**src/verilog/compat_control_defines.svh**
```systemverilog
// offsets, field positions, reset values and unlock key of the compatibility control block
`ifndef COMPAT_CONTROL_DEFINES_SVH
`define COMPAT_CONTROL_DEFINES_SVH

// ****************************************************************
// register byte addresses
// ****************************************************************
`define ADDR_COMPAT_CTRL 12'h000
`define ADDR_UNLOCK 12'h004
`define ADDR_CHIP_CTRL 12'h008
`define ADDR_MODE_CTRL 12'h00c
`define ADDR_PAGE_CTRL 12'h010
`define ADDR_STATUS 12'h014

// ****************************************************************
// compatibility control fields
// ****************************************************************
`define BIT_IO_DECODE_ARM 7
`define BIT_DE_SKEW_EXT 6
`define BIT_SEQ_CHAIN4 5
`define BIT_SEQ_CHAIN 4
`define BIT_REFRESH_SKEW 3
`define BIT_EXT256_EN 2
`define BIT_EXT256_MODE 1
`define BIT_EXT_ATTR_EN 0

// ****************************************************************
// mode control fields (copies of memory_mode_reg, graphics_misc_reg,
// hblank_end_reg and underline_location_reg bits)
// ****************************************************************
`define BIT_CHAIN4 0
`define BIT_CHAIN 1
`define BIT_DWORD 2
`define FLD_SKEW_LO 3
`define FLD_SKEW_HI 4

// ****************************************************************
// page control fields
// ****************************************************************
`define BIT_PAGE_SEL 0
`define BIT_EXT_PAGE_SEL 1

// ****************************************************************
// reset and key values
// ****************************************************************
`define RST_COMPAT_CTRL 8'h00
`define RST_VGA_ENABLE 1'b0
`define UNLOCK_KEY 8'hea

`endif

```
**src/verilog/compat_control_pkg.sv**
```systemverilog
// types shared by the compatibility control block
package compat_control_pkg;

  typedef struct packed {
    logic [7:0] compatibility_control;
    logic unlocked;
    logic vga_enable;
    logic [4:0] mode_ctrl;
    logic [1:0] page_ctrl;
  } regs_t;

  typedef struct packed {
    logic [31:0] prdata;
    logic pready;
    logic pslverr;
  } apb_resp_t;

  typedef struct packed {
    logic host_io_en;
    logic host_mem_en;
    logic port_3c3_decode;
  } decode_t;

  typedef struct packed {
    logic [15:0] cpu_linear_addr;
    logic [15:0] crt_linear_addr;
    logic [2:0] de_skew;
    logic refresh_skewed;
    logic [7:0] font_out;
  } display_t;

  typedef enum logic [1:0] {
    apb_idle = 2'b00,
    apb_access = 2'b01
  } apb_state_t;

  typedef struct packed {
    apb_state_t apb_state;
    regs_t regs;
    apb_resp_t resp;
    decode_t decode;
    display_t disp;
  } state_t;

endpackage : compat_control_pkg

```
**src/verilog/compat_control_addressing.sv**
```systemverilog
// compatibility control register, host decode and address remapping
//
// Local design decisions: the register offsets and the APB interface to the registers.
`timescale 1ns/1ps
`include "compat_control_defines.svh"

module compat_control_addressing #(
  parameter int ADDR_W = 12
) (
  input wire logic pclk,
  input wire logic presetn,
  input wire logic psel,
  input wire logic penable,
  input wire logic pwrite,
  input wire logic [ADDR_W-1:0] paddr,
  input wire logic [31:0] pwdata,
  input wire logic [3:0] pstrb,
  output logic [31:0] prdata,
  output logic pready,
  output logic pslverr,
  input wire logic chip_enable_pin,
  input wire logic [16:0] cpu_addr,
  input wire logic [15:0] crt_mem_counter,
  input wire logic [15:0] crt_std_addr,
  input wire logic [7:0] font_data,
  input wire logic [7:0] plane3_ext_attr,
  input wire logic underline_line,
  output logic host_io_en,
  output logic host_mem_en,
  output logic port_3c3_decode,
  output logic [15:0] cpu_linear_addr,
  output logic [15:0] crt_linear_addr,
  output logic [2:0] de_skew,
  output logic refresh_skewed,
  output logic [7:0] font_out
);

  compat_control_pkg::state_t st;
  compat_control_pkg::state_t next_st;

  // ****************************************************************
  // address remapping
  // ****************************************************************
  function automatic logic [15:0] remap_cpu(
    input logic [16:0] a,
    input logic [7:0] cc,
    input logic [4:0] mc,
    input logic [1:0] pg
  );
    logic [15:0] la;
    la = a[15:0];
    if (mc[`BIT_CHAIN4]) begin
      if (cc[`BIT_EXT256_EN]) begin
        la = {a[15:2], pg[`BIT_PAGE_SEL], 1'b0};
        if (cc[`BIT_EXT256_MODE]) begin
          la[0] = a[16];
        end else begin
          la[0] = pg[`BIT_EXT_PAGE_SEL];
        end
      end else if (cc[`BIT_SEQ_CHAIN4]) begin
        la = {a[1:0], a[15:2]};
      end else begin
        la = {a[15:2], a[1:0]};
      end
    end else if (mc[`BIT_CHAIN] && cc[`BIT_SEQ_CHAIN]) begin
      la = {a[0], a[15:1]};
    end
    return la;
  endfunction : remap_cpu

  // ****************************************************************
  // register access helpers
  // ****************************************************************
  function automatic logic [7:0] merge_byte(
    input logic [7:0] old,
    input logic [31:0] wd,
    input logic [3:0] strb
  );
    return strb[0] ? wd[7:0] : old;
  endfunction : merge_byte

  // ****************************************************************
  // register read and write
  // ****************************************************************
  function automatic logic is_mapped(input logic [ADDR_W-1:0] a);
    return a == `ADDR_COMPAT_CTRL || a == `ADDR_UNLOCK ||
      a == `ADDR_CHIP_CTRL || a == `ADDR_MODE_CTRL ||
      a == `ADDR_PAGE_CTRL || a == `ADDR_STATUS;
  endfunction : is_mapped

  // a locked control register reads as zero
  function automatic logic [31:0] read_word(
    input logic [ADDR_W-1:0] a,
    input compat_control_pkg::regs_t r,
    input compat_control_pkg::decode_t d
  );
    logic [31:0] w;
    w = 32'h0000_0000;
    unique case (a)
      `ADDR_COMPAT_CTRL: begin
        w = {24'h000000, r.compatibility_control};
        if (!r.unlocked) begin
          w = 32'h0000_0000;
        end
      end
      `ADDR_UNLOCK: begin
        w = {31'h00000000, r.unlocked};
      end
      `ADDR_CHIP_CTRL: begin
        w = {31'h00000000, r.vga_enable};
      end
      `ADDR_MODE_CTRL: begin
        w = {27'h0000000, r.mode_ctrl};
      end
      `ADDR_PAGE_CTRL: begin
        w = {30'h00000000, r.page_ctrl};
      end
      `ADDR_STATUS: begin
        w = {29'h00000000, d.port_3c3_decode, d.host_mem_en,
          d.host_io_en};
      end
      default: w = 32'h0000_0000;
    endcase
    return w;
  endfunction : read_word

  // only byte lane 0 carries data; upper lanes are dropped
  function automatic compat_control_pkg::regs_t write_regs(
    input compat_control_pkg::regs_t r,
    input logic [ADDR_W-1:0] a,
    input logic [31:0] wd,
    input logic [3:0] strb
  );
    compat_control_pkg::regs_t n;
    n = r;
    unique case (a)
      `ADDR_COMPAT_CTRL: begin
        n.compatibility_control = merge_byte(
          r.compatibility_control, wd, strb);
      end
      `ADDR_UNLOCK: begin
        if (strb[0]) begin
          // any other value locks the extensions again
          n.unlocked = wd[7:0] == `UNLOCK_KEY;
        end
      end
      `ADDR_CHIP_CTRL: begin
        if (strb[0]) begin
          n.vga_enable = wd[0];
        end
      end
      `ADDR_MODE_CTRL: begin
        if (strb[0]) begin
          n.mode_ctrl = wd[4:0];
        end
      end
      `ADDR_PAGE_CTRL: begin
        if (strb[0]) begin
          n.page_ctrl = wd[1:0];
        end
      end
      default: n = r;
    endcase
    return n;
  endfunction : write_regs

  // ****************************************************************
  // host decode
  // ****************************************************************
  // 3c3 bit 0 only counts while the arm bit is set
  function automatic compat_control_pkg::decode_t host_decode(
    input logic chip_en,
    input logic arm,
    input logic vga_en
  );
    compat_control_pkg::decode_t d;
    d = '0;
    if (chip_en && arm) begin
      d.port_3c3_decode = 1'b1;
      d.host_io_en = vga_en;
      d.host_mem_en = vga_en;
    end else if (chip_en) begin
      // arm clear leaves the ordinary compatible decode
      d.port_3c3_decode = 1'b0;
      d.host_io_en = 1'b1;
      d.host_mem_en = 1'b1;
    end
    return d;
  endfunction : host_decode

  // ****************************************************************
  // crt timing unit address multiplexing
  // ****************************************************************
  function automatic logic [15:0] crt_mux(
    input logic [15:0] cnt,
    input logic [15:0] plain,
    input logic dword,
    input logic ext_en
  );
    logic [15:0] la;
    la = plain;
    if (dword && ext_en) begin
      // top counter bits fold onto the two low linear bits
      la = {cnt[13:0], cnt[15], cnt[14]};
    end
    return la;
  endfunction : crt_mux

  // ****************************************************************
  // display enable skew
  // ****************************************************************
  // widest sum is 3 + 1, so three bits never wrap
  function automatic logic [2:0] skew_sum(
    input logic [1:0] programmed,
    input logic extend
  );
    return {1'b0, programmed} + {2'b00, extend};
  endfunction : skew_sum

  // ****************************************************************
  // text pixel path
  // ****************************************************************
  function automatic logic [7:0] font_merge(
    input logic [7:0] font,
    input logic [7:0] ext_attr,
    input logic ext_en,
    input logic underline
  );
    logic [7:0] px;
    px = font;
    if (ext_en && underline) begin
      // plane 3 byte arrives with the character code
      px = font | ext_attr;
    end
    return px;
  endfunction : font_merge

  logic setup;
  logic access;
  logic unmapped;
  logic ctrl_locked;
  logic [31:0] rd;

  assign setup = psel && !penable;
  assign access = psel && penable && st.apb_state ==
    compat_control_pkg::apb_access;

  always_comb begin
    next_st = st;
    ctrl_locked = !st.regs.unlocked;
    unmapped = !is_mapped(paddr);
    rd = read_word(paddr, st.regs, st.decode);

    // ****************************************************************
    // apb slave: one wait-free access phase
    // ****************************************************************
    next_st.resp.pready = 1'b0;
    next_st.resp.pslverr = 1'b0;
    unique case (st.apb_state)
      compat_control_pkg::apb_idle: begin
        if (setup) begin
          next_st.apb_state = compat_control_pkg::apb_access;
          next_st.resp.pready = 1'b1;
          next_st.resp.pslverr = unmapped ||
            (paddr == `ADDR_COMPAT_CTRL && ctrl_locked);
          next_st.resp.prdata = pwrite ? 32'h0000_0000 : rd;
        end
      end
      compat_control_pkg::apb_access: begin
        next_st.apb_state = compat_control_pkg::apb_idle;
        next_st.resp.prdata = 32'h0000_0000;
      end
      default: next_st.apb_state = compat_control_pkg::apb_idle;
    endcase

    // a refused access never reaches the registers
    if (access && pwrite && !st.resp.pslverr) begin
      next_st.regs = write_regs(st.regs, paddr, pwdata, pstrb);
    end

    // ****************************************************************
    // host decode
    // ****************************************************************
    next_st.decode = host_decode(chip_enable_pin,
      st.regs.compatibility_control[`BIT_IO_DECODE_ARM],
      st.regs.vga_enable);

    // ****************************************************************
    // display path
    // ****************************************************************
    next_st.disp.cpu_linear_addr = remap_cpu(cpu_addr,
      st.regs.compatibility_control, st.regs.mode_ctrl,
      st.regs.page_ctrl);
    next_st.disp.crt_linear_addr = crt_mux(crt_mem_counter, crt_std_addr,
      st.regs.mode_ctrl[`BIT_DWORD],
      st.regs.compatibility_control[`BIT_EXT256_EN]);
    next_st.disp.de_skew = skew_sum(
      st.regs.mode_ctrl[`FLD_SKEW_HI:`FLD_SKEW_LO],
      st.regs.compatibility_control[`BIT_DE_SKEW_EXT]);
    // refresh logic counts its one character after the chosen end
    next_st.disp.refresh_skewed =
      st.regs.compatibility_control[`BIT_REFRESH_SKEW];
    next_st.disp.font_out = font_merge(font_data, plane3_ext_attr,
      st.regs.compatibility_control[`BIT_EXT_ATTR_EN],
      underline_line);
  end

  always_ff @(posedge pclk or negedge presetn) begin
    if (!presetn) begin
      st <= '0;
      st.regs.compatibility_control <= `RST_COMPAT_CTRL;
      st.regs.vga_enable <= `RST_VGA_ENABLE;
    end else begin
      st <= next_st;
    end
  end

  assign prdata = st.resp.prdata;
  assign pready = st.resp.pready;
  assign pslverr = st.resp.pslverr;
  assign host_io_en = st.decode.host_io_en;
  assign host_mem_en = st.decode.host_mem_en;
  assign port_3c3_decode = st.decode.port_3c3_decode;
  assign cpu_linear_addr = st.disp.cpu_linear_addr;
  assign crt_linear_addr = st.disp.crt_linear_addr;
  assign de_skew = st.disp.de_skew;
  assign refresh_skewed = st.disp.refresh_skewed;
  assign font_out = st.disp.font_out;

endmodule : compat_control_addressing

```
**config.mk**
```make
export PLATFORM = sky130hd
export DESIGN_NAME = compat_control_addressing
export DESIGN_NICKNAME = d
export VERILOG_FILES = /design/src/verilog/compat_control_pkg.sv /design/src/verilog/compat_control_addressing.sv
export VERILOG_INCLUDE_DIRS = /design/src /design/src/verilog
export SDC_FILE = /design/constraint.sdc
export NUM_CORES = 1
export LEC_CHECK = 0
export BUFFER_PORTS_ARGS = -buffer_cell sky130_fd_sc_hd__buf_2
export CORE_MARGIN = 1
export CORE_UTILIZATION = 41
export DETAILED_ROUTE_END_ITERATION = 7
export GPL_ROUTABILITY_DRIVEN = 0
export PLACE_DENSITY = 0.76
export SYNTH_ARGS = -nofsm -noshare
export SYNTH_HDL_FRONTEND = slang
export SYNTH_SLANG_ARGS = --single-unit
```
**constraint.sdc**
```tcl
create_clock -name pclk -period 1.6 [get_ports pclk]
set_clock_uncertainty 0.05 [all_clocks]
set_input_delay 0.16 -clock pclk [delete_from_list [all_inputs] [get_ports pclk]]
set_output_delay 0.16 -clock pclk [all_outputs]
set_load 0.05 [all_outputs]
```
# Word level (Yosys, flattened, before mapping)
# Index checks and enable logic that the tools add are counted.
classes:
  n_addsub: 1
  mul: 0
  div_mod_pow: 0
  n_lt_le_gt_ge: 0
  eq_ne: 8
  n_shift: 0
  mux: 17
  bitwise_logic: 1
  reduce_logical: 29
op_table:
  columns: ["operator", "count"]
  rows:
  - ["one-hot mux 32 bit (6 select lines)", 1]
  - ["2-to-1 mux 16 bit", 5]
  - ["one-hot mux 32 bit (2 select lines)", 1]
  - ["2-to-1 mux 34 bit", 1]
  - ["2-to-1 mux 32 bit", 1]
  - ["equality test 12 x 4 -> 1 bit, second input constant", 2]
  - ["equality test 12 x 5 -> 1 bit, second input constant", 2]
  - ["2-to-1 mux 8 bit", 2]
  - ["AND reduction 3 bit", 5]
  - ["equality test 12 x 3 -> 1 bit, second input constant", 1]
  - ["logical NOT 12 bit", 1]
  - ["logical AND 1 bit", 10]
  - ["equality test 8 bit, second input constant", 1]
  - ["bitwise OR 8 bit", 1]
  - ["logical OR 1 bit", 6]
  - ["2-to-1 mux 2 bit", 3]
  - ["2-to-1 mux 3 bit", 2]
  - ["logical NOT 1 bit", 4]
  - ["adder 2 x 1 -> 3 bit", 1]
  - ["equality test 2 x 1 -> 1 bit, second input constant", 1]
  - ["logical NOT 2 bit", 1]
  - ["inequality test 2 bit, second input constant", 1]
  - ["AND reduction 2 bit", 1]
  - ["nonzero test 2 bit", 1]
  - ["2-to-1 mux 1 bit", 1]
word_totals:
  reg_bits: 100
  latchBits: 0
  ramBits: 0
  mem_bits_ro: 0
  word_cells: 73
  mem_count: 0

# Longest topological paths before layout
# Gate-level depths: netlist (run 1).
logic_depth:
  word_depth: 10
  depth_mapped: 6
  depth_no_buf: 4

# Worst setup path after synthesis (run 1)
# OpenSTA, ideal clock, no wires.
synth_path:
  kind: "flip-flop to flip-flop"
  startpoint: "register st (netlist bit pslverr)"
  endpoint: "register st[83] in the netlist's numbering"
  t_arrival_ns: 1.526
  required_ns: 1.425
  slack_ns: -0.101
  path_stages_with_launch: 5
  path_buffers: 1
  period_less_slack_ns: 1.701
  path_cell_list: "dfrtp_1 nor3b_4 and4_1 buf_6 mux2_4"
synth_via:
  elab_chain_len: 3
synth_rtl:
  columns: ["item", "line_no", "text"]
  rows:
  - ["from (decl)", "compat_control_addressing.sv:38", "compat_control_pkg::state_t st;"]
  - ["from (signal assigned)", "compat_control_addressing.sv:314", "st <= next_st;"]
  - ["logical NOT 1 bit", "compat_control_addressing.sv:277", "if (access && pwrite && !st.resp.pslverr) begin"]
  - ["logical AND 1 bit", "compat_control_addressing.sv:277", null]
  - ["AND reduction 3 bit (no line)", null, null]
# Every way passes these cells.
# A chain may end at the register's enable or synchronous reset.

# Worst setup path after layout (run 1)
layout_path:
  startpoint: "register st[98] in the netlist's numbering"
  endpoint: "register st[85] in the netlist's numbering"
layout_via:
  elab_chain_len: 5
layout_rtl:
  columns: ["item", "line_no", "text"]
  rows:
  - ["equality test 2 x 1 -> 1 bit", "compat_control_addressing.sv:245", "assign access = psel && penable && st.apb_state =="]
  - ["logical AND 1 bit", "compat_control_addressing.sv:245", null]
  - ["logical AND 1 bit (2 in a row)", "compat_control_addressing.sv:277", null]
  - ["AND reduction 3 bit (no line)", null, null]
# Every way passes these cells.

==> results of run 1 <==
[routing by layer]
layer,track usage,part of all wire
met4,0.0656,0.012
met1,0.231,0.41
met3,0.0487,0.084
met5,0,0
met2,0.338,0.49
[cells in the final DEF, fill, tap and decap left out, types with 2 or more instances in the layout]
cell                            netlist  final
sky130_fd_sc_hd__inv_1                2      2
sky130_fd_sc_hd__a21boi_0             2      2
sky130_fd_sc_hd__nor2_1               7      6
sky130_fd_sc_hd__nand4bb_1            2      2
sky130_fd_sc_hd__mux2_4               5      5
sky130_fd_sc_hd__nand2b_1             3      3
sky130_fd_sc_hd__clkinv_2             0      2
sky130_fd_sc_hd__buf_4               77     20
sky130_fd_sc_hd__dfrtp_1             74     73
sky130_fd_sc_hd__a31oi_1             19     19
sky130_fd_sc_hd__nand2_1             37     37
sky130_fd_sc_hd__nor3b_1              2      2
sky130_fd_sc_hd__and3_1              16     16
sky130_fd_sc_hd__a22o_1               3      3
sky130_fd_sc_hd__buf_2                5    148
sky130_fd_sc_hd__clkbuf_8             0      9
sky130_fd_sc_hd__nand3_1              3      3
sky130_fd_sc_hd__mux2i_1              6      6
sky130_fd_sc_hd__mux2_2              29     29
sky130_fd_sc_hd__and2_1               2      2
sky130_fd_sc_hd__o21ai_0              3      3
sky130_fd_sc_hd__nand4_1              3      3
sky130_fd_sc_hd__dlygate4sd3_1        0     52
sky130_fd_sc_hd__nor3_1               2      2
sky130_fd_sc_hd__a21oi_1              5      5
sky130_fd_sc_hd__nor4bb_1             3      3
sky130_fd_sc_hd__a21o_1               9      9
sky130_fd_sc_hd__a211oi_1            15     15
sky130_fd_sc_hd__nor2b_1              2      2
sky130_fd_sc_hd__conb_1               1     24
sky130_fd_sc_hd__ha_1                 2      2
[worst paths after layout]
check | start | to | depth (start not counted)
min in group asynchronous | presetn | crt_linear_addr[13] | 2
max in group asynchronous | presetn | crt_linear_addr[4] | 3
max reg2reg | st[98] | st[85] | 5
min reg2reg | next_st[8] | refresh_skewed | 0
min | pwdata[7] | st[97] | 2
max | st[98] | st[85] | 5
[registers in the layout, summed over array words and instances, names as in the netlist]
signal	count
prdata	8
refresh_skewed	1
cpu_linear_addr	16
font_out	8
pready	1
pslverr	1
host_io_en	1
port_3c3_decode	1
crt_linear_addr	16
de_skew	3
next_st	1
st	17
[power breakdown]
part           internal, uW  leakage (uW)  switching, uW
Clock                   723     0.0000966            685
Combinational           278       0.00161            535
Sequential             1920      0.000935           16.6
Total                  2930       0.00264           1240
[what timing repair did]
item                                    in CTS  in global routing
pin swaps                                    4                  4
hold buffers                                52                  0
gates resized for setup                      2                  3
buffers inserted                             1                  0
endpoints found under the setup margin      13                 18
endpoints found under the hold margin       53                  0
[metrics by stage]
step	utilization	std cells
after floorplan	-	389
after global placement	0.477	592
after detailed placement	0.477	592
after CTS	0.556	661
after global routing	0.558	661
final	0.558	661
[layout make-up]
| type | count | area [sq um] |
|---|---|---|
| clock buffer | 10 | 128 |
| clock inverter | 6 | 65.1 |
| fill | 799 | 4110 |
| inverter | 2 | 7.51 |
| multi-input combinational | 218 | 1520 |
| sequential | 74 | 1850 |
| tap | 129 | 161 |
| timing repair buffer | 222 | 1440 |
[worst register-to-register path, cell delays in order (launching register included)]
cell,delay (ns)
sky130_fd_sc_hd__dfrtp_1,0.35
sky130_fd_sc_hd__nand4_1,0.15
sky130_fd_sc_hd__nor3b_4,0.27
sky130_fd_sc_hd__and4_1,0.23
sky130_fd_sc_hd__buf_6,0.14
sky130_fd_sc_hd__mux2_4,0.30
[cell families (layout without fill, tap and decap cells)]
family,count (synthesis),in the layout,synth area share
AO/OA/AOI/OAI,62,62,0.108
adder cells (fa/ha/maj),2,2,0.00636
buffers and inverters,97,240,0.170
flip-flops,74,74,0.471
multiplexers,40,40,0.117
other,1,24,0.000954
AND/OR/NAND/NOR,90,90,0.127
==> results.md, run 1 <==
- 0.0173 ns — worst hold slack
- 3060 — vias in the first global route
- sky130_fd_sc_hd__buf_4 — leading cell type by number of instances after synthesis
- -0.00614 ns — setup ws final
- 74 — Sinks on Clock Net
- sky130_fd_sc_hd__dfrtp_1 — Slowest-stage cell, CP
- 1.79 ns — arrival time at the worst endpoint
- reg -> reg — critical setup path kind
- 0.471 — area share of the largest cell type after synthesis
- 74 — count of state elements after synthesis
- 804 nW/um^2 — power per cell area
- 649 — post-layout net count
- 0.424 — initial core utilization
- 0 — initial antenna violation count
- -0.120 ns — Post-Place Worst Slack
- 0 — max-cap violation count
- 14.5 microns — detailed-route wire length per cell
- -0.006 ns — worst setup slack for register-to-register paths
- 77 x sky130_fd_sc_hd__buf_4, 74 x sky130_fd_sc_hd__dfrtp_1, 37 x sky130_fd_sc_hd__nand2_1 — ranking of synthesized cells by instance count
- 0 — final max-slew violation count
- 31.7% — Synth-to-Final Area Change
- 1.00 — ratio of final minimum period to clock period
- 99.9 microns — vertical die dimension
- 14900 microns — global-route wire length before repair
- 3 — H-tree lvl count
- sky130_fd_sc_hd__clkbuf_8 — cell chosen for the clock root
- nand4_1 -> nor3b_4 -> and4_1 -> buf_6 -> mux2_4 — crit path cell chain
- 9610 microns — wire length reported by the detailed router
- 5 — number of failing setup endpoints in the final timing report
- 9280 sq um — core area
- flop — nature of the critical path startpoint
- 149 — Buffers on Ports
- 5 — maximum fanout along the worst path
- 9990 sq um — floorplan die area
- 0.564 ns — transition time at the pin with the least slew margin
- 623 MHz — highest clock frequency the design can meet
- 0.000331 V — Peak supply drop
- yes — CTS tree
- setup timing — failing checks
- 2 — buffer levels on the longest clock path
- 4 — 1st-pass router iterations
- flop — CP endpoint kind
- 0 — number of warning messages in the yosys log
- 4.82 — vias per cell
- 0 — EDFF count, synth
- 10.7 sq um — syn_area_per_cell
- 0 — number of hold violations in the final report
- 99.9 microns — width of the die
- in -> reg — type of the most critical hold path
- 0 — DRC violations left
- 0 — ANT cells
- 0 — grt ovf
- 1.78 ns — Req. time, crit path
- 1.61 ns — Period minus WS final
- 5180 sq um — final design instance area without fill
- complete, but fails checks — result of the run
- 0.427 — proportion of layout cells with a drive suffix above 1
- 366 — gate count after technology mapping
- 35 — Rows
- 0.00264 uW — Leak
- 201 — IO Pins
- 0.08 ns — clock edge transition at the registers on the reported setup and hold paths
- 0.35 ns — clk_lat worst skew
- true — RSZ-0062 raised after global routing
- 4160 uW — Final Total Pwr
- 1 — Buf+Inv Stages, Crit Path
- 121 — Detailed Route Iter0 Violations
- sky130_fd_sc_hd__dfrtp_1 — Synth Flop Type
- 0.35 ns — crit-path max cell delay
- 9 — number of clock buffers inserted by TritonCTS
- 33 — largest net degree at the start of global routing
- 3185 — detailed-route via count
- 6430 microns — placed wire-length estimate
- 43 — count of unique library cells instantiated by Yosys
- 3930 sq um — cell area after synthesis
- 0.623 — Worst slew margin
- simple AND/OR/NAND/NOR gates — Largest delay share family, worst path
- 0 — post-route antenna net violation count
- -0.0251 ns — total negative slack
- 0.193 — Overall Global Routing Usage
- sky130_fd_sc_hd__dfrtp_1 47%, sky130_fd_sc_hd__buf_4 15%, sky130_fd_sc_hd__mux2_2 8.3% — cell types occupying the most area after synthesis
- 4430 sq um — area after detailed placement
- 1.00 — proportion of synthesized flip-flops having asynchronous set or reset
- sky130_fd_sc_hd__dfrtp_1 — cell taking the most area after synthesis
- 0.471 — share of the yosys chip area belonging to registers
No activity file was read; power rests on OpenSTA's default activity.
==> inputs of run 2 (changes only) <==
--- a/config.mk
+++ b/config.mk
@@ -6,12 +6,13 @@
 export SDC_FILE = /design/constraint.sdc
 export NUM_CORES = 1
 export LEC_CHECK = 0
-export BUFFER_PORTS_ARGS = -buffer_cell sky130_fd_sc_hd__buf_2
 export CORE_MARGIN = 1
-export CORE_UTILIZATION = 41
+export CORE_UTILIZATION = 57
 export DETAILED_ROUTE_END_ITERATION = 7
+export DONT_BUFFER_PORTS = 1
 export GPL_ROUTABILITY_DRIVEN = 0
-export PLACE_DENSITY = 0.76
+export PLACE_DENSITY = 0.75
+export SETUP_SLACK_MARGIN = 0.05
 export SYNTH_ARGS = -nofsm -noshare
 export SYNTH_HDL_FRONTEND = slang
 export SYNTH_SLANG_ARGS = --single-unit
==> run 2 against run 1 <==
  * The flow finishes with violations (hold timing, setup timing)
  * Critical path depth unchanged
  * Flip-flop and latch count did not move
  * First-iteration DRC count fell by 5.0%
  * Non-clock buffer count shrank 123
  * Largest cell class unchanged
==> results.md, run 2 (same netlist as run 1, synthesis figures left out) <==
- 74 — number of hold violations in the final report, +74
- 1.80 ns — arrival time at the worst endpoint, about the same
- 1.02 — ratio of final minimum period to clock period, +0.0144
- 1 — Buf+Inv Stages, Crit Path, unchanged
- 3010 uW — Internal Dissipation, +2.7%
- 0 — Buffers on Ports, -100%
- 2834 — vias in the first global route, -7.4%
- 9310 microns — wire length reported by the detailed router, -3.2%
- 1150 uW — switching power of the nets, -6.6%
- 201 — IO Pins, unchanged
- 85.1 microns — vertical die dimension, -15%
- 7240 sq um — floorplan die area, -28%
- 85.1 microns — width of the die, -15%
- 6 — number of failing setup endpoints in the final timing report, +1
- 0.08 ns — clock edge transition at the registers on the reported setup and hold paths, about the same
- 526 — post-layout net count, -19%
- 115 — Detailed Route Iter0 Violations, -5.0%
- 0.39 ns — crit-path max cell delay, +0.04 ns
- 14500 microns — global-route wire length before repair, -2.7%
- st — largest register by flop count
- 0.00217 uW — Leak, -18%
- 3590 sq um — area after detailed placement, -19%
- -0.113 ns — total negative slack, -0.0877 ns
- 5420 microns — placed wire-length estimate, -16%
- 1 — initial antenna violation count, +1
- 389 — Cells after DPL, -34%
- simple AND/OR/NAND/NOR gates — Largest delay share family, worst path
- flop — nature of the critical path startpoint
- 0.198 — proportion of layout cells with a drive suffix above 1, -0.229
- hold timing, setup timing — failing checks
- 6490 sq um — core area, -30%
- 0.34 ns — clk_lat worst skew, about the same
- 1.77 ns — Req. time, crit path, about the same
- reg -> reg — critical setup path kind
- 2 — buffer levels on the longest clock path, unchanged
- 614 MHz — highest clock frequency the design can meet, -1.4%
- 0 — final max-slew violation count, unchanged
- 0.262 — Overall Global Routing Usage, +0.0685
- sky130_fd_sc_hd__dfrtp_1 — Slowest-stage cell, CP
- 0 — grt ovf, unchanged
- 4 — 1st-pass router iterations, unchanged
- 0.380 — fraction of power consumed by the clock network, +0.042
- 4710 sq um — final design instance area without fill, -9.1%
- 75 — largest net degree at the start of global routing, +130%
- sky130_fd_sc_hd__clkbuf_8 — cell chosen for the clock root
- st[98] — start of the worst register-to-register path
- 9 — number of clock buffers inserted by TritonCTS, unchanged
- -0.0291 ns — setup ws final, -0.0230 ns
- 0 — DRC violations left, unchanged
- 3 — maximum fanout along the worst path, -2
- st[98] — first element of the critical path
- true — RSZ-0062 raised after global routing
- 74 — Sinks on Clock Net, unchanged
- 17 — flip-flop count of the largest register after layout, unchanged
- 19.7% — Synth-to-Final Area Change
- 2790 — detailed-route via count, -12%
- 19.1 microns — detailed-route wire length per cell, +31%
- 0.278 — Switching Fraction, -0.0196
- 79 — hold-fix buffers at CTS, +52%
- complete, but fails checks — result of the run
- 0.515 — sequential share of power, +0.049
- 29 — Rows, -17%
- 3 — H-tree lvl count, unchanged
- -0.540 ns — worst hold slack, -0.558 ns
- 0.605 — initial core utilization, +0.182
- 487 — filler-free cell count of the finished design, -26%
- 0 — post-route antenna net violation count, unchanged
- 5.73 — vias per cell, +19%
- in -> async — type of the most critical hold path
- 0.000484 V — Peak supply drop, +46%
- 0 — max-cap violation count, unchanged
- 79 x sky130_fd_sc_hd__dlygate4sd3_1, 72 x sky130_fd_sc_hd__dfrtp_1, 37 x sky130_fd_sc_hd__nand2_1 — commonest cells after routing, fill and taps aside
- 0.105 — combinational share of power, -0.090
- 1.63 ns — Period minus WS final, +0.0230 ns
- yes — CTS tree
- flop — CP endpoint kind
- nand4_1 -> nor3b_4 -> and4_4 -> buf_6 -> mux2_4 — crit path cell chain
- 884 nW/um^2 — power per cell area, +10%
- sky130_fd_sc_hd__dlygate4sd3_1 — most common cell after layout, fill and taps aside
-- run 2: cell count changes in the layout (fill, tap and decap cells not counted), moves of 2 or more --
cell                            delta
sky130_fd_sc_hd__buf_4             -3
sky130_fd_sc_hd__clkinv_4          +2
sky130_fd_sc_hd__mux2_2            -3
sky130_fd_sc_hd__buf_2           -148
sky130_fd_sc_hd__mux2_4            +3
sky130_fd_sc_hd__dlygate4sd3_1    +27
sky130_fd_sc_hd__buf_6             +2
-- run 2: per-stage QoR --
step                       util  setup slack [ns]  power, uW
after CTS                 0.716           -0.0121       4170
after floorplan               -           0.00160       2540
after global routing      0.724           -0.0676       4310
after detailed placement  0.553           -0.0269       2430
final                     0.725           -0.0291       4160
after global placement    0.553           -0.0100       2420
-- run 2: power groups by stage --
| stage | registers (uW) | clock network (uW) | logic, uW |
|---|---|---|---|
| CTS | 2140 | 1610 | 422 |
| global route | 2150 | 1700 | 461 |
| finish | 2140 | 1580 | 437 |
| detailed placement | 2180 | 0 | 249 |
| floorplan | 1990 | 0 | 545 |
| global placement | 2180 | 0 | 245 |
-- run 2: repair_timing --
action / CTS / global route
endpoints found under the hold margin: 138 / 74
resized for setup: 9 / 10
buffers inserted: 1 / 2
pin swaps: 5 / 2
endpoints found under the setup margin: 8 / 28
-- run 2: path summary, 6_finish.rpt --
| kind | depth (start not counted) | slack (ns) | to |
|---|---|---|---|
| worst max register to register | 5 | -0.03 | st[85] |
| worst min register to register | 0 | 0.37 | refresh_skewed |
| worst max-delay path | 5 | -0.03 | st[85] |
| min in group pclk | 2 | 0.01 | cpu_linear_addr[1] |
| max in group asynchronous | 0 | 1.88 | st[84] |
| worst min-delay path | 0 | -0.54 | cpu_linear_addr[5] |
-- run 2: metal layers --
layer	part of all wire	vias to the layer above	GRT usage	wire [microns]
met1	0.41	1354	0.325	3780
met2	0.50	144	0.437	4620
met4	0.014	0	0.0924	129
met3	0.084	17	0.0759	786
met5	0	-	0	0
li1	-	1275	-	-
-- run 2: cell type report --
type / count / area [sq um]
Sequential cell: 74 / 1850
Antenna cell: 1 / 2.50
Fill cell: 423 / 1790
Multi-Input combinational cell: 218 / 1580
Clock inverter: 6 / 91.3
Tap cell: 77 / 96.3
Clock buffer: 10 / 128
Inverter: 2 / 7.51
Timing Repair Buffer: 99 / 952
